### config.mk
export PLATFORM = sky130hd
export DESIGN_NAME = rhp_port_status
export DESIGN_NICKNAME = d
export VERILOG_FILES = /design/src/rtl/rhp_pkg.sv /design/src/rtl/rhp_timer.sv /design/src/rtl/rhp_port_status.sv
export SDC_FILE = /design/constraint.sdc
export NUM_CORES = 1
export LEC_CHECK = 0
export ABC_AREA = 1
export BUFFER_PORTS_ARGS = -buffer_cell sky130_fd_sc_hd__buf_2
export CAP_MARGIN = 40
export CORE_MARGIN = 2
export CORE_UTILIZATION = 61
export CTS_CLUSTER_DIAMETER = 40
export DETAILED_ROUTE_END_ITERATION = 10
export GPL_ROUTABILITY_DRIVEN = 0
export HOLD_SLACK_MARGIN = 0.08
export PLACE_DENSITY_LB_ADDON = 0.15
export SKIP_CTS_REPAIR_TIMING = 1
export SLEW_MARGIN = 20
export SYNTH_ARGS = -nofsm -noshare
export SYNTH_HDL_FRONTEND = slang
export SYNTH_HIERARCHICAL = 1
export SYNTH_SLANG_ARGS = --single-unit
export TNS_END_PERCENT = 10
### constraint.sdc
create_clock -name core_clk -period 2.8 [get_ports core_clk]
set_input_delay 0.42 -clock core_clk [delete_from_list [all_inputs] [get_ports core_clk]]
set_output_delay 0.42 -clock core_clk [all_outputs]
set_load 0.05 [all_outputs]
### src/rtl/rhp_pkg.sv
/*
 * Package for the root hub port status and control block: register offsets,
 * bit positions, reset value and timing constants.
 * Assumes a 100 MHz core_clk and a byte-addressed register access port.
 */
package rhp_pkg;
   localparam int RHP_MAX_PORTS = 4;
   localparam logic [7:0] RHP_PORT0_OFFSET = 8'h54;
   localparam logic [31:0] RHP_RESET_VALUE = 32'h0000_0000;
   // Lower half: state bits
   localparam int RHP_CONN_BIT = 0;
   localparam int RHP_EN_BIT = 1;
   localparam int RHP_SUSP_BIT = 2;
   localparam int RHP_OVC_BIT = 3;
   localparam int RHP_PORTRST_BIT = 4;
   localparam int RHP_PWR_BIT = 8;
   localparam int RHP_LOWSPD_BIT = 9;
   // Upper half: change flags
   localparam int RHP_CONN_CHG_BIT = 16;
   localparam int RHP_EN_CHG_BIT = 17;
   localparam int RHP_SUSP_CHG_BIT = 18;
   localparam int RHP_OVC_CHG_BIT = 19;
   localparam int RHP_RST_CHG_BIT = 20;
   // Writable positions; all others are reserved and read zero
   localparam logic [31:0] RHP_LIVE_MASK = 32'h001F_031F;
   // Timing
   localparam int RHP_CLK_MHZ = 100;
   localparam int RHP_RESET_MS = 10;
   localparam int RHP_RESUME_MS = 20;
   localparam int RHP_RESYNC_MS = 3;
   localparam int RHP_RESET_CYC = RHP_RESET_MS * 1000 * RHP_CLK_MHZ;
   localparam int RHP_RESUME_CYC = RHP_RESUME_MS * 1000 * RHP_CLK_MHZ;
   localparam int RHP_RESYNC_CYC = RHP_RESYNC_MS * 1000 * RHP_CLK_MHZ;
   localparam int RHP_CNT_W = 22;
   localparam int RHP_PHASE_W = 2;
   typedef enum logic [1:0] {RHP_CMD_NONE, RHP_CMD_RESET, RHP_CMD_RESUME} rhp_cmd_e;
endpackage

### src/rtl/rhp_timer.sv
/*
 * One-shot cycle timer for a port: loads a count, pulses done when it expires.
 * Assumes the loading logic shares core_clk.
 */
`timescale 1ns/10ps
`default_nettype none
module rhp_timer
   import rhp_pkg::*;
(
   input wire logic core_clk,
   input wire logic rst,
   input wire logic load,
   input wire logic [RHP_CNT_W-1:0] load_val,
   output logic busy,
   output logic done
);
   typedef struct packed {
      logic [RHP_CNT_W-1:0] cnt;
      logic busy;
      logic done;
   } rhp_tmr_s;
   rhp_tmr_s st, next_st;

   // Count down; done pulses one cycle at expiry
   always_comb begin
      next_st = st;
      next_st.done = 1'b0;
      if (load) begin
         next_st.cnt = load_val;
         next_st.busy = 1'b1;
      end else if (st.busy) begin
         if (st.cnt <= RHP_CNT_W'(1)) begin
            next_st.busy = 1'b0;
            next_st.done = 1'b1;
         end else begin
            next_st.cnt = st.cnt - RHP_CNT_W'(1);
         end
      end
   end

   always_ff @(posedge core_clk) begin
      if (rst) begin
         st <= '0;
      end else begin
         st <= next_st;
      end
   end

   assign busy = st.busy;
   assign done = st.done;
endmodule // rhp_timer
`default_nettype wire

### src/rtl/rhp_port_status.sv
/*
 * Root hub per-port status and control registers, up to four ports.
 * Assumes the register access port is on core_clk; port pins (connect,
 * low speed, overcurrent, transaction busy, end-of-packet done) are async.
 */
//
// Function
// - One port register per downstream port, count set by downstream_port_count, at most four.
// - State bits sit in the low 16 bits, change flags in the high 16 bits.
// - A state-changing write made during a token-to-handshake transaction waits for its end.
// - Bit 20 sets when the 10 ms port reset ends; writing 1 clears it, 0 does nothing.
// - Bit 19 sets whenever the overcurrent indicator changes; writing 1 clears it.
// - Bit 18 sets after 20 ms resume, low-speed end-of-packet and 3 ms resync; write 1 clears.
// - Bit 18 is cleared by hardware whenever bit 20 becomes set.
// - Every bit of every port register is zero after reset.
// - Bit 16 sets on attach or detach, and on enable, reset or suspend while disconnected.
// - Bit 17 sets only when hardware clears the enable state; writing 1 clears it.
`timescale 1ns/10ps
`default_nettype none
module rhp_port_status
   import rhp_pkg::*;
(
   input wire logic core_clk,
   input wire logic rst,
   input wire logic [2:0] downstream_port_count,
   input wire logic reg_wr,
   input wire logic reg_rd,
   input wire logic [7:0] reg_addr,
   input wire logic [31:0] reg_wdata,
   output logic [31:0] reg_rdata,
   input wire logic [RHP_MAX_PORTS-1:0] pin_connect,
   input wire logic [RHP_MAX_PORTS-1:0] pin_low_speed,
   input wire logic [RHP_MAX_PORTS-1:0] pin_overcurrent,
   input wire logic [RHP_MAX_PORTS-1:0] pin_xact_busy,
   input wire logic [RHP_MAX_PORTS-1:0] pin_ls_eop_done,
   output logic [RHP_MAX_PORTS-1:0] port_reset_drive,
   output logic [RHP_MAX_PORTS-1:0] port_resume_drive,
   output logic [RHP_MAX_PORTS-1:0] port_power_on
);
   localparam int NP = RHP_MAX_PORTS;
   localparam int NS = 5;

   typedef enum logic [1:0] {PH_IDLE, PH_RESUME, PH_EOP, PH_RESYNC} rhp_phase_e;

   typedef struct packed {
      logic [NS-1:0][NP-1:0] s1;
      logic [NS-1:0][NP-1:0] s2;
      logic [NS-1:0][NP-1:0] s3;
      logic [NP-1:0][31:0] regs;
      logic [NP-1:0] pend;
      logic [NP-1:0][31:0] pend_data;
      rhp_phase_e [NP-1:0] phase;
      logic [31:0] rdata;
      logic [NP-1:0] rst_drv;
      logic [NP-1:0] res_drv;
      logic [NP-1:0] pwr;
   } rhp_state_s;
   rhp_state_s st, next_st;

   logic [NP-1:0] tmr_load, tmr_done;
   logic [NP-1:0][RHP_CNT_W-1:0] tmr_val;

   // Decode a word address to a port index; returns NP when unmapped
   function automatic int port_of(input logic [7:0] addr, input logic [2:0] cnt);
      int idx;
      idx = NP;
      for (int p = 0; p < NP; p++) begin
         if (addr == 8'(RHP_PORT0_OFFSET + 8'(4 * p)) && p < int'(cnt)) begin
            idx = p;
         end
      end
      return idx;
   endfunction

   // Debounced level for a pin: second and third stages agree
   function automatic logic agreed(input logic a, input logic b, input logic prev);
      return (a == b) ? a : prev;
   endfunction

   // Per-port timers for reset and resume phases
   for (genvar g = 0; g < NP; g++) begin : g_tmr
      rhp_timer u_tmr (
         .core_clk(core_clk),
         .rst(rst),
         .load(tmr_load[g]),
         .load_val(tmr_val[g]),
         .busy(),
         .done(tmr_done[g])
      );
   end

   // Next state of every port: sync stages, events, writes, timed sequences
   always_comb begin
      logic [NS-1:0][NP-1:0] in;
      logic conn, ls, oc, busy, eop;
      logic [31:0] w;
      logic apply;
      int wp;
      in = {pin_ls_eop_done, pin_xact_busy, pin_overcurrent, pin_low_speed, pin_connect};
      conn = 1'b0;
      ls = 1'b0;
      oc = 1'b0;
      busy = 1'b0;
      eop = 1'b0;
      w = '0;
      apply = 1'b0;
      wp = port_of(reg_addr, downstream_port_count);
      next_st = st;
      tmr_load = '0;
      tmr_val = '0;
      // Three-stage synchronisers; only stages two and three are compared
      next_st.s1 = in;
      next_st.s2 = st.s1;
      next_st.s3 = st.s2;
      for (int p = 0; p < NP; p++) begin
         conn = agreed(st.s2[0][p], st.s3[0][p], st.regs[p][RHP_CONN_BIT]);
         ls = agreed(st.s2[1][p], st.s3[1][p], st.regs[p][RHP_LOWSPD_BIT]);
         oc = agreed(st.s2[2][p], st.s3[2][p], st.regs[p][RHP_OVC_BIT]);
         busy = st.s2[3][p] & st.s3[3][p];
         eop = st.s2[4][p] & st.s3[4][p];
         // Software write: clears go first so that hardware sets below win
         apply = 1'b0;
         w = '0;
         if (reg_wr && wp == p) begin
            w = reg_wdata & RHP_LIVE_MASK;
            for (int b = RHP_CONN_CHG_BIT; b <= RHP_RST_CHG_BIT; b++) begin
               if (w[b]) begin
                  next_st.regs[p][b] = 1'b0;
               end
            end
            if (busy) begin
               next_st.pend[p] = 1'b1;
               next_st.pend_data[p] = w;
            end else begin
               apply = 1'b1;
            end
         end else if (st.pend[p] && !busy) begin
            apply = 1'b1;
            w = st.pend_data[p];
            next_st.pend[p] = 1'b0;
         end
         // Hardware status and events
         if (conn != st.regs[p][RHP_CONN_BIT]) begin
            next_st.regs[p][RHP_CONN_CHG_BIT] = 1'b1;
            if (!conn && st.regs[p][RHP_EN_BIT]) begin
               next_st.regs[p][RHP_EN_BIT] = 1'b0;
               next_st.regs[p][RHP_EN_CHG_BIT] = 1'b1;
            end
         end
         next_st.regs[p][RHP_CONN_BIT] = conn;
         next_st.regs[p][RHP_LOWSPD_BIT] = conn & ls;
         if (oc != st.regs[p][RHP_OVC_BIT]) begin
            next_st.regs[p][RHP_OVC_CHG_BIT] = 1'b1;
            if (oc && st.regs[p][RHP_EN_BIT]) begin
               next_st.regs[p][RHP_EN_BIT] = 1'b0;
               next_st.regs[p][RHP_EN_CHG_BIT] = 1'b1;
            end
         end
         next_st.regs[p][RHP_OVC_BIT] = oc;
         // State-changing part of the write, now or after the deferral
         if (apply) begin
            next_st.pend[p] = 1'b0;
            if (!conn && (w[RHP_EN_BIT] | w[RHP_SUSP_BIT] | w[RHP_PORTRST_BIT])) begin
               next_st.regs[p][RHP_CONN_CHG_BIT] = 1'b1;
            end else begin
               if (w[RHP_EN_BIT]) begin
                  next_st.regs[p][RHP_EN_BIT] = 1'b1;
               end
               if (w[RHP_SUSP_BIT] && st.regs[p][RHP_EN_BIT]) begin
                  next_st.regs[p][RHP_SUSP_BIT] = 1'b1;
               end
               if (w[RHP_PORTRST_BIT]) begin
                  next_st.regs[p][RHP_PORTRST_BIT] = 1'b1;
                  next_st.phase[p] = PH_IDLE;
                  tmr_load[p] = 1'b1;
                  tmr_val[p] = RHP_CNT_W'(RHP_RESET_CYC);
               end
            end
            // Bit 0 written as 1 clears enable; bit 3 clears suspend (resume)
            if (w[RHP_CONN_BIT]) begin
               next_st.regs[p][RHP_EN_BIT] = 1'b0;
            end
            if (w[RHP_OVC_BIT] && st.regs[p][RHP_SUSP_BIT] && st.phase[p] == PH_IDLE) begin
               next_st.phase[p] = PH_RESUME;
               tmr_load[p] = 1'b1;
               tmr_val[p] = RHP_CNT_W'(RHP_RESUME_CYC);
            end
            if (w[RHP_PWR_BIT]) begin
               next_st.regs[p][RHP_PWR_BIT] = 1'b1;
            end
            if (w[RHP_LOWSPD_BIT]) begin
               next_st.regs[p][RHP_PWR_BIT] = 1'b0;
            end
         end
         // Timed sequences
         if (tmr_done[p] && st.regs[p][RHP_PORTRST_BIT]) begin
            next_st.regs[p][RHP_PORTRST_BIT] = 1'b0;
            next_st.regs[p][RHP_EN_BIT] = 1'b1;
            next_st.regs[p][RHP_RST_CHG_BIT] = 1'b1;
         end
         case (st.phase[p])
            PH_IDLE: begin
            end
            PH_RESUME: begin
               if (tmr_done[p]) begin
                  next_st.phase[p] = PH_EOP;
               end
            end
            PH_EOP: begin
               if (eop) begin
                  next_st.phase[p] = PH_RESYNC;
                  tmr_load[p] = 1'b1;
                  tmr_val[p] = RHP_CNT_W'(RHP_RESYNC_CYC);
               end
            end
            PH_RESYNC: begin
               if (tmr_done[p]) begin
                  next_st.phase[p] = PH_IDLE;
                  next_st.regs[p][RHP_SUSP_BIT] = 1'b0;
                  next_st.regs[p][RHP_SUSP_CHG_BIT] = 1'b1;
               end
            end
            default: begin
               next_st.phase[p] = PH_IDLE;
            end
         endcase
         // Completed reset wins over suspend change
         if (next_st.regs[p][RHP_RST_CHG_BIT] && !st.regs[p][RHP_RST_CHG_BIT]) begin
            next_st.regs[p][RHP_SUSP_CHG_BIT] = 1'b0;
         end
         next_st.regs[p] = next_st.regs[p] & RHP_LIVE_MASK;
         next_st.rst_drv[p] = next_st.regs[p][RHP_PORTRST_BIT];
         next_st.res_drv[p] = (next_st.phase[p] == PH_RESUME);
         next_st.pwr[p] = next_st.regs[p][RHP_PWR_BIT];
      end
      // Registered read; unmapped words read zero
      next_st.rdata = '0;
      if (reg_rd && wp < NP) begin
         next_st.rdata = st.regs[wp[1:0]];
      end
   end

   // Single state register
   always_ff @(posedge core_clk) begin
      if (rst) begin
         st <= '0;
      end else begin
         st <= next_st;
      end
   end

   assign reg_rdata = st.rdata;
   assign port_reset_drive = st.rst_drv;
   assign port_resume_drive = st.res_drv;
   assign port_power_on = st.pwr;
endmodule // rhp_port_status
`default_nettype wire

Yosys cells after proc, flatten, opt, wreduce, memory -nomap -nowiden

Cells that the tools add are included.

Add/sub/neg operators: 4
$lt $le $gt $ge: 10
Eq/ne operators: 51
Muxes and demuxes: 283
Bitwise operators: 25
Reductions and logical operators: 107

Operators by type and width:

| cell                                                                    | count |
|---|---|
| 22-bit two-way mux                                                      | 20 |
| 1-bit two-way mux                                                       | 181 |
| 20-bit two-way mux                                                      | 8 |
| 24-bit two-way mux                                                      | 4 |
| 23-bit two-way mux                                                      | 4 |
| 22-bit by 1-bit <= comparator with 1-bit output (second input constant) | 4 |
| 2-bit two-way mux                                                       | 44 |
| 22-bit by 1-bit subtractor with 22-bit output (second input constant)   | 4 |
| 10-bit two-way mux                                                      | 8 |
| 32-bit binary-select mux with 2-bit select                              | 1 |
| 1-bit logical AND                                                       | 45 |
| 32-bit by 2-bit == test with 1-bit output (second input constant)       | 1 |
| 8-bit by 7-bit == test with 1-bit output (second input constant)        | 4 |
| 32-bit zero test                                                        | 1 |
| 32-bit two-way mux                                                      | 1 |
| 2-bit AND reduction                                                     | 16 |
| 2-bit nonzero test                                                      | 16 |
| 2-bit one-hot mux with 3 select lines                                   | 4 |
| 5-bit two-way mux                                                       | 4 |
| 2-bit OR reduction                                                      | 9 |
| 2-bit by 1-bit == test with 1-bit output (second input constant)        | 8 |
| 2-bit == test (second input constant)                                   | 8 |
| 1-bit bitwise AND                                                       | 12 |
| 1-bit == test                                                           | 12 |
| other kinds (14)                                                        | 61 |

Register bits: 368
Input bits: 67
Output and inout port bits: 44
Logic and storage cells: 539

Longest topological paths before layout

Gate-level depths: netlist of the first run.

Word-level depth: 19
Mapped depth: 19
Gate-level depth less buffers: 18

Modules after synthesis

The synthesis of the first run kept the hierarchy.

By module, submodules not included:

| module          | times used | cells an instance | area an instance (µm²) | sequential area each (µm²) |
|---|---|---|---|---|
| rhp_port_status | 1          | 1,049             | 7,504.7                | 3,283.1 |
| rhp_timer       | 4          | 319               | 1,809.2                | 480.5 |

Worst setup path before layout of the first run

Ideal clock, no wire load.

Path type: input to register
Start point: input port reg_addr[7]
End point: register g_tmr[0].u_tmr/st[12] (netlist bit)
Setup time: 114 ps
Arrival: 2,490 ps
Data required time: 2,686 ps
Setup slack: 196 ps
Stages on the path: 18
Buffers on the path: 1
Cell sequence: inv_1 nand2_1 nor2_8 nand2_2 nor2_2 nand2_2 a21oi_4 nand4_1 nand2_1 or2_1 clkinv_1 nand2_2 inv_1 buf_2 nand3_1 nand2_1 nor2_1 nor2_1

Cells in the longest elaborated chain, start to end: 19
Elaborated cells between the ends (all ways): 36
Classes of those cells: eq/ne (5); mux (18); bitwise (2); reduce/logical (11)

RTL lines:

| element                                                                                                 | RTL line               | RTL |
|---|---|---|
| start, declared                                                                                         | rhp_port_status.sv:28  | `input wire logic [7:0] reg_addr,` |
| 8-bit by 7-bit == test with 1-bit output                                                                | rhp_port_status.sv:68  | `if (addr == 8'(RHP_PORT0_OFFSET + 8'(4 * p)) && p < int'(cnt)) begin` |
| 1-bit logical AND                                                                                       | rhp_port_status.sv:68  |  |
| 3-bit two-way mux (3 in series)                                                                         | rhp_port_status.sv:68  |  |
| 3-bit two-way mux (*)                                                                                   | rhp_port_status.sv:68  |  |
| 32-bit zero test (*)                                                                                    | rhp_port_status.sv:124 | `if (reg_wr && wp == p) begin` |
| 1-bit logical AND (*)                                                                                   | rhp_port_status.sv:124 |  |
| 10-bit two-way mux                                                                                      | rhp_port_status.sv:124 |  |
| 1-bit OR (2 in series)                                                                                  | rhp_port_status.sv:163 | `if (!conn && (w[RHP_EN_BIT] \| w[RHP_SUSP_BIT] \| w[RHP_PORTRST_BIT])) begin` |
| 1-bit logical AND                                                                                       | rhp_port_status.sv:163 |  |
| 1-bit two-way mux                                                                                       | rhp_port_status.sv:163 |  |
| 1-bit two-way mux                                                                                       | rhp_port_status.sv:183 | `if (w[RHP_OVC_BIT] && st.regs[p][RHP_SUSP_BIT] && st.phase[p] == PH_IDLE) begin` |
| 1-bit two-way mux (*)                                                                                   | rhp_port_status.sv:161 | `if (apply) begin` |
| 1-bit two-way mux                                                                                       | rhp_port_status.sv:210 | `if (eop) begin` |
| 1-bit two-way mux (*)                                                                                   | rhp_port_status.sv:201 | `case (st.phase[p])` |
| via tmr_load[0]                                                                                         | rhp_port_status.sv:60  | `logic [NP-1:0] tmr_load, tmr_done;` |
| 2-bit by 1-bit inequality test with 1-bit output (no source line) or 2-bit nonzero test (tied branches) | --                     |  |
| 2-bit AND reduction (no source line)                                                                    | --                     |  |
| end signal, assigned                                                                                    | rhp_timer.sv:45        | `st <= next_st;` |
| end, declared                                                                                           | rhp_timer.sv:22        | `rhp_tmr_s st, next_st;` |

The timed path passes the listed nets; every way through them passes the cells marked *.
A chain may end at the register's enable or synchronous reset.

Worst setup path in the final report of the first run

Start point: register st, in the netlist next_st[327]
End point: register g_tmr[3].u_tmr/st[6] (netlist bit)

Cells in the longest elaborated chain, start to end: 15
Elaborated cells between the ends (all ways): 28
Classes of those cells: eq/ne (1); mux (17); bitwise (3); reduce/logical (7)

RTL lines:

| element                                                                                                 | RTL line               | RTL |
|---|---|---|
| start, declared                                                                                         | rhp_port_status.sv:58  | `rhp_state_s st, next_st;` |
| start signal, assigned                                                                                  | rhp_port_status.sv:248 | `st <= next_st;` |
| 1-bit bitwise AND (*)                                                                                   | rhp_port_status.sv:119 | `busy = st.s2[3][p] & st.s3[3][p];` |
| 1-bit zero test                                                                                         | rhp_port_status.sv:137 | `end else if (st.pend[p] && !busy) begin` |
| 1-bit logical AND                                                                                       | rhp_port_status.sv:137 |  |
| 10-bit two-way mux                                                                                      | rhp_port_status.sv:137 |  |
| 10-bit two-way mux                                                                                      | rhp_port_status.sv:124 |  |
| 1-bit OR (2 in series)                                                                                  | rhp_port_status.sv:163 |  |
| 1-bit logical AND                                                                                       | rhp_port_status.sv:163 |  |
| 1-bit two-way mux                                                                                       | rhp_port_status.sv:163 |  |
| 1-bit two-way mux                                                                                       | rhp_port_status.sv:183 |  |
| 1-bit two-way mux (*)                                                                                   | rhp_port_status.sv:161 |  |
| 1-bit two-way mux                                                                                       | rhp_port_status.sv:210 |  |
| 1-bit two-way mux (*)                                                                                   | rhp_port_status.sv:201 |  |
| via tmr_load[3]                                                                                         | rhp_port_status.sv:60  |  |
| 2-bit by 1-bit inequality test with 1-bit output (no source line) or 2-bit nonzero test (tied branches) | --                     |  |
| 2-bit AND reduction (no source line)                                                                    | --                     |  |
| end signal, assigned                                                                                    | rhp_timer.sv:45        |  |
| end, declared                                                                                           | rhp_timer.sv:22        |  |

Marked as above.

==> flow_metrics.py, run 1 <==
metrics = {
    "outcome": {
        "run_status": "finished, final reports clean",
    },
    "routing": {
        "detail_route.vias_per_cell": 5.27,
        "route.vias.total": 14700,
        "wl_per_cell_um": 13.6,
        "1st_iter_drt_viols": 1182,
        "post-route-drc-count": 0,
        "dr.pass1.iters": 5,
        "ant_nets": 0,
        "drt_wl_total_um": 38100,
    },
    "sta": {
        "period_share_pct": 85.8,
        "rsz_0062_raised_after_global_routing": "false",
        "min_period_ns": 2.40,
        "finalClockSkew_ns": 0.0302,
        "fin_setup_tns_ns": 0,
        "clock.fmax_mhz": 416,
        "hold_viol_final": 0,
        "slew_viol_final": 0,
        "worstMarginPinSlew_ns": 0.598,
        "worst_slew_margin_rel_pct": 60.0,
        "final-setup-viol-count": 0,
    },
    "flow_run": {
        "drv_cap": 0,
    },
    "critical_path": {
        "path_class": "reg2reg",
        "max_stage_delay_ns": 0.38,
        "crit_required_ns": 3.25,
        "critical_path.cell_chain": "nand2_1 > inv_1 > nor2_1 > inv_1 > o21ai_1 > nand3_1 > nor2_2 > inv_1 > nand2_1 > or2_2 > clkinv_1 > nand2_2 > inv_1 > o21ai_0 > o21ai_0 > nor2_1 > nor2_1",
        "critPathLaunchType": "register",
        "critical-path-slowest-cell": "sky130_fd_sc_hd__inv_1",
        "rr_worst_depth": 17,
        "worst_reg_to_reg_setup_slack_ns": 0.40,
        "r2r-end": "g_tmr[3].u_tmr/st[6]",
        "r2r-start": "next_st[327]",
        "worstPathArrival_ns": 2.86,
        "path_common_cell": "sky130_fd_sc_hd__inv_1",
        "end_kind": "register",
        "worstPathMaxFanout": 14,
        "worstSetupEndpoint": "g_tmr[3].u_tmr/st[6]",
        "setup.worst_path.start": "next_st[327]",
    },
    "power_and_ir_drop": {
        "pleak_nw": 8.77,
        "cellPowerDensity_mw_per_mm2": 541,
        "total_power_mw": 9.14,
        "ir_worst_vdd_uv": 644,
    },
    "clock_network": {
        "tritoncts_num_sinks": 260,
        "number_of_buffers_inserted_during_clock_tree_synthesis": 40,
        "clk_root_buffer_cell": "sky130_fd_sc_hd__clkbuf_16",
        "cts_buffer_depth": 3,
        "clock_tree_from_tritoncts": "built",
        "worst_setup_hold_path_clk_slew_ns": 0.06,
        "ctsHtreeMaxLevel": 2,
        "clk_latency_ns": 0.52,
    },
    "layout": {
        "finish.instance_area_mm2": 0.0169,
        "layout.cells.non_filler": 2792,
        "final_net_count": 2516,
        "fraction_of_final_layout_cells_sized_beyond_drive_strength_1_pct": 11.6,
        "layout.cells.most_common_list": "sky130_fd_sc_hd__nand2_1 (572), sky130_fd_sc_hd__nor2_1 (500), sky130_fd_sc_hd__inv_1 (287)",
        "antenna-diode-count": 0,
        "layout_commonest_cell": "sky130_fd_sc_hd__nand2_1",
        "syn_to_final_growth_pct": 14.7,
    },
    "global_route": {
        "grt_overflow": 0,
        "globalRouteTotalUtil_pct": 29.4,
        "grt_max_degree": 86,
        "first_pass_grt_wire_length_um": 63200,
        "number_of_antenna_violations_at_the_first_check_in_global_routing": 0,
        "grt_pass1_vias": 13400,
    },
    "floorplanning": {
        "start_util_pct": 62.4,
        "fp.dieArea_mm2": 0.0254,
        "die_w_um": 159,
        "io_pins": 111,
        "design.core.area_mm2": 0.0236,
        "std_cell_rows": 56,
        "chipHeight_um": 159,
    },
    "yosys": {
        "synthDominantCellAreaShare_pct": 35.3,
        "synthesis.area_per_instance_um2": 6.34,
        "synth_top_cells_by_area": "sky130_fd_sc_hd__dfxtp_1 (35%), sky130_fd_sc_hd__nand2_1 (15%), sky130_fd_sc_hd__nor2_1 (13%)",
        "netlist_instances": 2325,
        "ys_ff_latch": 260,
        "mappedNetlistArea_mm2": 0.0147,
        "synthesis.yosys.warnings": 6,
        "synth_largest_area_cell": "sky130_fd_sc_hd__dfxtp_1",
        "netlist-cell-type-count": 52,
        "synth_seq_area_share_pct": 35.3,
    },
    "hold_path": {
        "worstHoldPathType": "in2reg",
    },
    "place": {
        "dpl-instance-area_mm2": 0.0155,
        "dp_cells": 2718,
        "placement.io_buffers": 70,
        "detailed_place_hpwl_um": 26700,
    },
}
how the worst min path moves through the flow:
| stage | start | cells after the start | slack, ns | to |
|---|---|---|---|---|
| floorplan | next_st[332] | 2 | 0.39 | next_st[312] |
| CTS | pin_low_speed[1] | 3 | 0.08 | next_st[337] |
| global route | pin_overcurrent[2] | 3 | 0.09 | next_st[342] |
| global placement | next_st[346] | 2 | 0.39 | next_st[326] |
| finish | pin_low_speed[1] | 3 | 0.1 | next_st[337] |
| detailed placement | next_st[334] | 2 | 0.39 | next_st[314] |
critical path, delay by kind of cell, from the launching register on:
| family | cells | cell delay [ns] |
|---|---|---|
| buffers and inverters | 5 | 0.71 |
| and+or+nand+nor | 9 | 0.86 |
| AOI/OAI and AO/OA | 3 | 0.43 |
| DFF | 1 | 0.33 |
registers in the layout, indices dropped and copies added, names as in the netlist:
register / flops
g_tmr.u_tmr/busy: 4
g_tmr.u_tmr/done: 4
g_tmr.u_tmr/st: 88
next_st: 40
port_resume_drive: 4
reg_rdata: 12
st: 108
cell usage after synthesis, drive strengths merged:
cell	number
o22ai	6
buf	75
a221oi	1
a21boi	2
nand2	595
o221ai	2
a22oi	12
o21a	2
dfxtp	260
nand3	137
maj3	4
a211oi	15
o21ai	93
nor4	2
o211ai	14
inv	291
nand4	27
nor2	534
o31ai	4
or2	8
clkbuf	31
and3	1
o2111a	4
a31oi	2
ha	8
conb	1
xor2	4
nor3	19
o21bai	65
clkinv	9
a21oi	92
nand3b	5
final cells by class:
cell class	count	area, um^2
clock inverter	26	314
tap	319	399
multi-input combinational	1710	7940
fill	2043	6710
sequential	260	5200
inverter	300	1130
timing repair buffer	129	850
clock buffer	48	1060
per-stage QoR:
stage	utilization, %	hold WS (ns)	setup slack, ns
2_1_floorplan	-	0.388	0.196
3_3_place_gp	65.8	0.389	0.0633
3_5_place_dp	65.8	0.393	0.0182
4_1_cts	71.6	0.0843	0.445
5_1_grt	71.6	0.0949	0.132
6_report	71.6	0.0970	0.397
power by group:
| part | internal, mW | total [mW] | switching (mW) |
|---|---|---|---|
| sequential | 3.74 | 3.75 | 0.0129 |
| clock | 3.22 | 5.09 | 1.87 |
| combinational | 0.0752 | 0.294 | 0.218 |
| total | 7.04 | 9.14 | 2.10 |
logic make-up (layout without fill, tap and decap cells):
| group | after synthesis | in the layout | share of synthesized area [%] |
|---|---|---|---|
| other cells | 1 | 52 | 0.0254 |
| buf+inv | 406 | 503 | 12.1 |
| flops | 260 | 260 | 35.3 |
| simple gates | 1328 | 1328 | 38.2 |
| xor+xnor | 4 | 4 | 0.238 |
| compound gates | 314 | 314 | 13.2 |
| fa+ha+maj | 12 | 12 | 0.951 |
routing by layer:
| metal | vias to the layer above | routed length [um] | global-route usage (%) |
|---|---|---|---|
| li1 | 7471 | - | - |
| met1 | 6641 | 16500 | 38.3 |
| met2 | 492 | 17800 | 49.7 |
| met3 | 98 | 2610 | 4.25 |
| met4 | 0 | 1210 | 10.8 |
| met5 | - | 0 | 0 |
Power figures use the tool's default switching activity.
==> run 2: changes to the inputs <==
==> constraint.sdc (replaced) <==
create_clock -name core_clk -period 2.7 [get_ports core_clk]
set_input_delay 0.405 -clock core_clk [delete_from_list [all_inputs] [get_ports core_clk]]
set_output_delay 0.405 -clock core_clk [all_outputs]
set_load 0.05 [all_outputs]
==> run 2 against run 1 <==
Against the previous run:
- fmax is 0.91% higher
- die area stayed put
- clock skew is 0.0048 ns lower
- final cell count is 0.79% higher
- first-iteration DRC count is 5.1% higher
- non-clock buffer count is 24 higher
- wire length is 2.7% higher
- register-to-register slack worse by 0.08 ns
- clock power is 2% higher
- combinational power is 8.8% higher
- setup slack worse by 0.078 ns
- sequential share of layout area is 0.33 points lower
- largest cell class unchanged
- largest power group unchanged
- highest routed layer unchanged
==> flow_metrics.py, run 2 (synthesized netlist as in run 1, its figures left out) <==
metrics = {
    "critical_path": {
        "worst_reg_to_reg_setup_slack_ns": 0.32,
        "rr_worst_depth": 14,
        "end_kind": "register",
        "worstPathMaxFanout": 22,
        "critPathLaunchType": "register",
        "r2r-start": "next_st[324]",
        "path_class": "reg2reg",
        "crit_required_ns": 3.11,
        "r2r-end": "g_tmr[0].u_tmr/st[6]",
        "worstPathArrival_ns": 2.79,
    },
    "floorplanning": {
        "die_w_um": 159,
        "io_pins": 111,
        "fp.dieArea_mm2": 0.0254,
        "start_util_pct": 62.4,
        "std_cell_rows": 56,
        "design.core.area_mm2": 0.0236,
        "chipHeight_um": 159,
    },
    "sta": {
        "clock.fmax_mhz": 420,
        "hold_viol_final": 0,
        "min_period_ns": 2.38,
        "rsz_0062_raised_after_global_routing": "false",
        "worstMarginPinSlew_ns": 0.590,
        "finalClockSkew_ns": 0.0253,
        "worst_slew_margin_rel_pct": 60.5,
        "period_share_pct": 88.2,
        "hold_ws_ns": 0.0685,
        "final-setup-viol-count": 0,
        "slew_viol_final": 0,
    },
    "routing": {
        "detail_route.vias_per_cell": 5.30,
        "drt_wl_total_um": 39100,
        "ant_nets": 0,
        "1st_iter_drt_viols": 1242,
        "route.vias.total": 14900,
        "dr.pass1.iters": 5,
        "wl_per_cell_um": 13.9,
        "post-route-drc-count": 0,
    },
    "layout": {
        "layout_commonest_cell": "sky130_fd_sc_hd__nand2_1",
        "final_net_count": 2539,
        "fill_cells": 2007,
        "antenna-diode-count": 0,
        "post_layout_utilization_of_the_core_pct": 72.4,
        "largest_register_ffs": 108,
        "layout.cells.most_common_list": "sky130_fd_sc_hd__nand2_1 (572), sky130_fd_sc_hd__nor2_1 (500), sky130_fd_sc_hd__inv_1 (287)",
        "fraction_of_final_layout_cells_sized_beyond_drive_strength_1_pct": 12.1,
        "max_flop_register": "st",
        "finish.instance_area_mm2": 0.0171,
        "syn_to_final_growth_pct": 15.9,
    },
    "power_and_ir_drop": {
        "cellPowerDensity_mw_per_mm2": 549,
        "pleak_nw": 8.86,
        "ir_worst_vdd_uv": 520,
    },
    "global_route": {
        "grt_overflow": 0,
        "number_of_antenna_violations_at_the_first_check_in_global_routing": 0,
        "grt_pass1_vias": 13800,
        "first_pass_grt_wire_length_um": 63900,
        "grt_max_degree": 106,
        "globalRouteTotalUtil_pct": 29.8,
    },
    "hold_path": {
        "timing.hold.worst.start": "pin_low_speed[3]",
        "holdPathStages": 3,
        "whs_endpoint": "next_st[339]",
        "worstHoldPathType": "in2reg",
    },
    "clock_network": {
        "number_of_buffers_inserted_during_clock_tree_synthesis": 39,
        "cts_buffer_depth": 3,
        "clock_tree_from_tritoncts": "built",
        "worst_setup_hold_path_clk_slew_ns": 0.06,
        "tritoncts_num_sinks": 260,
        "clk_latency_ns": 0.54,
        "ctsHtreeMaxLevel": 2,
        "clk_root_buffer_cell": "sky130_fd_sc_hd__clkbuf_16",
    },
    "flow_run": {
        "drv_cap": 0,
    },
    "place": {
        "detailed_place_hpwl_um": 27000,
        "placement.io_buffers": 70,
        "dpl-instance-area_mm2": 0.0157,
    },
    "outcome": {
        "run_status": "finished, final reports clean",
    },
}
run 2: cell types whose count changed in the layout (fill, tap and decap cells not counted), moves of 2 or more:
cell,before,now
sky130_fd_sc_hd__buf_4,55,69
sky130_fd_sc_hd__inv_16,0,2
sky130_fd_sc_hd__clkbuf_16,41,39
sky130_fd_sc_hd__clkinv_4,2,4
sky130_fd_sc_hd__dlygate4sd3_1,0,9
sky130_fd_sc_hd__inv_6,10,7
sky130_fd_sc_hd__clkinvlp_4,3,5
sky130_fd_sc_hd__clkbuf_1,6,3
run 2: stage by stage:
step           setup slack [ns]  setup TNS, ns  instances  total power [mW]
2_1_floorplan             0.111              0       2376              4.19
4_1_cts                   0.328              0       2805              9.44
5_1_grt                  0.0645              0       2814              9.65
6_report                  0.318              0       2814              9.39
3_5_place_dp            -0.0521         -0.220       2733              4.27
3_3_place_gp             0.0156              0       2733              4.27
run 2: routing by layer:
layer	track usage, %	share of wire (%)	up-vias
met5	0	0	-
met4	11.6	2.9	0
met3	3.88	6.4	105
met2	50.8	48	490
met1	38.3	43	6809
li1	-	-	7508
run 2: layout make-up:
type / count / area (um^2) / share of cell area, %
sequential: 260 / 5200 / 30.5
timing repair buffer: 153 / 1060 / 6.23
tap: 319 / 399 / 2.34
clock buffer: 44 / 1010 / 5.94
multi-input combinational: 1710 / 7940 / 46.5
clock inverter: 28 / 330 / 1.93
inverter: 300 / 1130 / 6.62
run 2: worst max-delay path by stage:
stage	start	to	cells after the start
floorplan	reg_addr[7]	g_tmr[0].u_tmr/st[12]	18
global route	next_st[327]	g_tmr[3].u_tmr/st[16]	17
finish	next_st[324]	g_tmr[0].u_tmr/st[6]	14
global placement	reg_addr[1]	g_tmr[3].u_tmr/st[6]	17
detailed placement	reg_addr[7]	g_tmr[3].u_tmr/st[6]	17
CTS	next_st[324]	g_tmr[0].u_tmr/st[15]	14
run 2: where the power goes:
| part | total [mW] | leakage, nW | internal (mW) | switching (mW) |
|---|---|---|---|---|
| Sequential | 3.89 | 2.10 | 3.88 | 0.0141 |
| Combinational | 0.320 | 6.11 | 0.0888 | 0.232 |
| Clock | 5.18 | 0.649 | 3.17 | 2.00 |
| Total | 9.39 | 8.86 | 7.14 | 2.25 |
run 2: critical path, stage by stage, from the launching register on:
cell and delay (ns):
sky130_fd_sc_hd__dfxtp_1 0.30, sky130_fd_sc_hd__nand2_1 0.07, sky130_fd_sc_hd__inv_1 0.10, sky130_fd_sc_hd__nor2_1 0.36, sky130_fd_sc_hd__nand3_1 0.13, sky130_fd_sc_hd__nand2_1 0.09, sky130_fd_sc_hd__inv_1 0.07, sky130_fd_sc_hd__nor2_2 0.14
sky130_fd_sc_hd__or2_1 0.14, sky130_fd_sc_hd__clkinv_1 0.10, sky130_fd_sc_hd__buf_4 0.16, sky130_fd_sc_hd__nand2_4 0.06, sky130_fd_sc_hd__clkinv_2 0.28, sky130_fd_sc_hd__nor2_1 0.20, sky130_fd_sc_hd__nor2_1 0.06
==> run 3: changes to the inputs <==
--- a/config.mk
+++ b/config.mk
@@ -5,16 +5,16 @@
 export SDC_FILE = /design/constraint.sdc
 export NUM_CORES = 1
 export LEC_CHECK = 0
-export ABC_AREA = 1
 export BUFFER_PORTS_ARGS = -buffer_cell sky130_fd_sc_hd__buf_2
 export CAP_MARGIN = 40
 export CORE_MARGIN = 2
-export CORE_UTILIZATION = 61
+export CORE_UTILIZATION = 60
 export CTS_CLUSTER_DIAMETER = 40
 export DETAILED_ROUTE_END_ITERATION = 10
 export GPL_ROUTABILITY_DRIVEN = 0
 export HOLD_SLACK_MARGIN = 0.08
 export PLACE_DENSITY_LB_ADDON = 0.15
+export SETUP_SLACK_MARGIN = 0.02
 export SKIP_CTS_REPAIR_TIMING = 1
 export SLEW_MARGIN = 20
 export SYNTH_ARGS = -nofsm -noshare
==> run 3 against run 2 <==
Against the previous run:
- wire length down 11%
- die area down 8.5%
- area after synthesis down 10%
- critical endpoint is now g_tmr[2].u_tmr/st[16]
- sequential power about the same
- first-iteration DRC count down 20%
- combinational power down 6%
- largest cell class unchanged
==> flow_metrics.py, run 3 <==
metrics = {
    "sta": {
        "final-setup-viol-count": 0,
        "period_share_pct": 93.5,
        "worst_slew_margin_rel_pct": 53.0,
        "clock.fmax_mhz": 396,
        "timing.final.ws_setup_ns": 0.176,
        "slew_viol_final": 0,
        "finalClockSkew_ns": 0.0250,
        "worstMarginPinSlew_ns": 0.687,
        "hold_ws_ns": 0.0856,
        "min_period_ns": 2.52,
        "hold_viol_final": 0,
        "rsz_0062_raised_after_global_routing": "true",
    },
    "place": {
        "detailed_place_hpwl_um": 24800,
        "dpl-instance-area_mm2": 0.0144,
        "placement.io_buffers": 70,
        "place_ws_ns": -0.317,
    },
    "global_route": {
        "grt_max_degree": 39,
        "grt_overflow": 0,
        "grt_pass1_vias": 11100,
        "first_pass_grt_wire_length_um": 56600,
        "globalRouteTotalUtil_pct": 29.1,
        "number_of_antenna_violations_at_the_first_check_in_global_routing": 0,
    },
    "critical_path": {
        "path_class": "in2reg",
        "worstPathMaxFanout": 13,
        "worstPathArrival_ns": 2.93,
        "end_kind": "register",
        "critPathLaunchType": "primary input",
        "crit_required_ns": 3.11,
    },
    "clock_network": {
        "clk_root_buffer_cell": "sky130_fd_sc_hd__clkbuf_16",
        "cts_buffer_depth": 3,
        "worst_setup_hold_path_clk_slew_ns": 0.06,
        "clock_tree_from_tritoncts": "built",
        "tritoncts_num_sinks": 260,
        "ctsHtreeMaxLevel": 2,
        "clk_latency_ns": 0.54,
        "number_of_buffers_inserted_during_clock_tree_synthesis": 38,
    },
    "hold_path": {
        "worstHoldPathType": "in2reg",
    },
    "yosys": {
        "synth_largest_area_cell": "sky130_fd_sc_hd__dfxtp_1",
        "ys_async_sr_fraction_pct": 0,
        "post_synth_top_cells": "sky130_fd_sc_hd__dfxtp_1 (260), sky130_fd_sc_hd__nor2_1 (154), sky130_fd_sc_hd__nand2_1 (141)",
        "synth_top_cells_by_area": "sky130_fd_sc_hd__dfxtp_1 (39%), sky130_fd_sc_hd__nor2_1 (4.4%), sky130_fd_sc_hd__nand2_1 (4.0%)",
        "dominant_synthesized_flop_cell": "sky130_fd_sc_hd__dfxtp_1",
        "synth_seq_area_share_pct": 39.3,
        "synthDominantCellAreaShare_pct": 39.3,
        "synth_edf_count": 0,
        "netlist-cell-type-count": 82,
        "ys_ff_latch": 260,
        "netlist_instances": 1546,
        "synthesis.area_per_instance_um2": 8.56,
        "synthMostInstantiatedCell": "sky130_fd_sc_hd__dfxtp_1",
        "mappedNetlistArea_mm2": 0.0132,
        "synthesis.yosys.warnings": 6,
    },
    "layout": {
        "layout_commonest_cell": "sky130_fd_sc_hd__dfxtp_1",
        "syn_to_final_growth_pct": 19.0,
        "final_net_count": 1769,
        "finish.instance_area_mm2": 0.0157,
        "fill_cells": 1686,
        "antenna-diode-count": 0,
        "max_flop_register": "st",
        "fraction_of_final_layout_cells_sized_beyond_drive_strength_1_pct": 19.5,
        "layout.cells.most_common_list": "sky130_fd_sc_hd__dfxtp_1 (260), sky130_fd_sc_hd__nor2_1 (154), sky130_fd_sc_hd__nand2_1 (140)",
        "largest_register_ffs": 108,
    },
    "floorplanning": {
        "design.core.area_mm2": 0.0218,
        "io_pins": 111,
        "chipHeight_um": 153,
        "fp.dieArea_mm2": 0.0233,
        "std_cell_rows": 54,
        "start_util_pct": 60.8,
        "die_w_um": 153,
    },
    "routing": {
        "dr.pass1.iters": 6,
        "1st_iter_drt_viols": 995,
        "wl_per_cell_um": 17.3,
        "route.vias.total": 12000,
        "post-route-drc-count": 0,
        "drt_wl_total_um": 34700,
        "ant_nets": 0,
        "detail_route.vias_per_cell": 6.01,
    },
    "power_and_ir_drop": {
        "ir_worst_vdd_uv": 501,
        "pleak_nw": 6.20,
        "total_power_mw": 9.18,
        "cellPowerDensity_mw_per_mm2": 583,
    },
    "flow_run": {
        "drv_cap": 0,
    },
    "outcome": {
        "run_status": "finished, final reports clean",
    },
}
## run 3: changes by cell type in the layout (fill, tap and decap cells not counted), moves of 44 or more
cell	before	now
sky130_fd_sc_hd__inv_1	287	63
sky130_fd_sc_hd__mux2i_1	0	44
sky130_fd_sc_hd__nand2_1	572	140
sky130_fd_sc_hd__nand3_1	128	35
sky130_fd_sc_hd__nor2_1	500	154
sky130_fd_sc_hd__nor2b_1	0	78
sky130_fd_sc_hd__o21bai_1	65	5
## run 3: kinds of logic (layout without fill, tap and decap cells)
kind of cell	Yosys count	after routing	synth area share, %
flip-flops	260	260	39.3
buffers and inverters	192	318	7.00
multiplexers	53	53	4.07
adder cells (fa/ha/maj)	11	11	0.983
XOR/XNOR	17	17	1.13
AO/OA/AOI/OAI	347	347	20.2
AND/OR/NAND/NOR	665	665	27.3
other	1	52	0.0283
## run 3: power breakdown
part	switching [mW]	internal (mW)	leakage [nW]
logic	0.223	0.0790	3.46
clock network	1.91	3.07	0.629
registers	0.0219	3.88	2.10
## run 3: worst max-delay path, cell delays in order
cell,delay (ns)
sky130_fd_sc_hd__buf_2,0.10
sky130_fd_sc_hd__or4b_1,0.67
sky130_fd_sc_hd__or3_1,0.57
sky130_fd_sc_hd__o21ai_2,0.21
sky130_fd_sc_hd__and2_4,0.18
sky130_fd_sc_hd__nand2_2,0.08
sky130_fd_sc_hd__inv_1,0.15
sky130_fd_sc_hd__buf_4,0.22
sky130_fd_sc_hd__nor2_1,0.07
sky130_fd_sc_hd__a311oi_1,0.28
## run 3: per-stage QoR
step           util, %  std cells  setup TNS [ns]
3_5_place_dp      66.4       1933          -13.61
2_1_floorplan        -       1597          -0.117
5_1_grt           72.4       2003               0
6_report          72.4       2003               0
4_1_cts           72.3       2002               0
3_3_place_gp      66.4       1933           -8.82
## run 3: worst paths after layout
| kind | startpoint | end | slack, ns | cells past startpoint |
|---|---|---|---|---|
| hold reg to reg | next_st[335] | next_st[315] | 0.43 | 1 |
| setup reg to reg | g_tmr[2].u_tmr/st[4] | g_tmr[2].u_tmr/st[16] | 0.20 | 5 |
| setup / recovery | reg_addr[1] | g_tmr[2].u_tmr/st[16] | 0.18 | 10 |
| hold / removal | pin_low_speed[2] | next_st[338] | 0.09 | 2 |
## run 3: layer usage
layer,up-vias,track usage (%),routed length [um]
li1,5859,-,-
met1,5608,40.9,15500
met2,492,44.1,15100
met3,82,6.66,3120
met4,0,10.3,1070
met5,-,0,0
## run 3: cell type report
cell class                 count  area [um^2]  share of cell area, %
clock buffer                  46         1060                   6.76
clock inverter                23          240                   1.53
inverter                      63          236                   1.50
multi-input combinational   1145         7350                   46.7
sequential                   260         5200                   33.1
tap                          280          350                   2.22
timing repair buffer         186         1300                   8.26
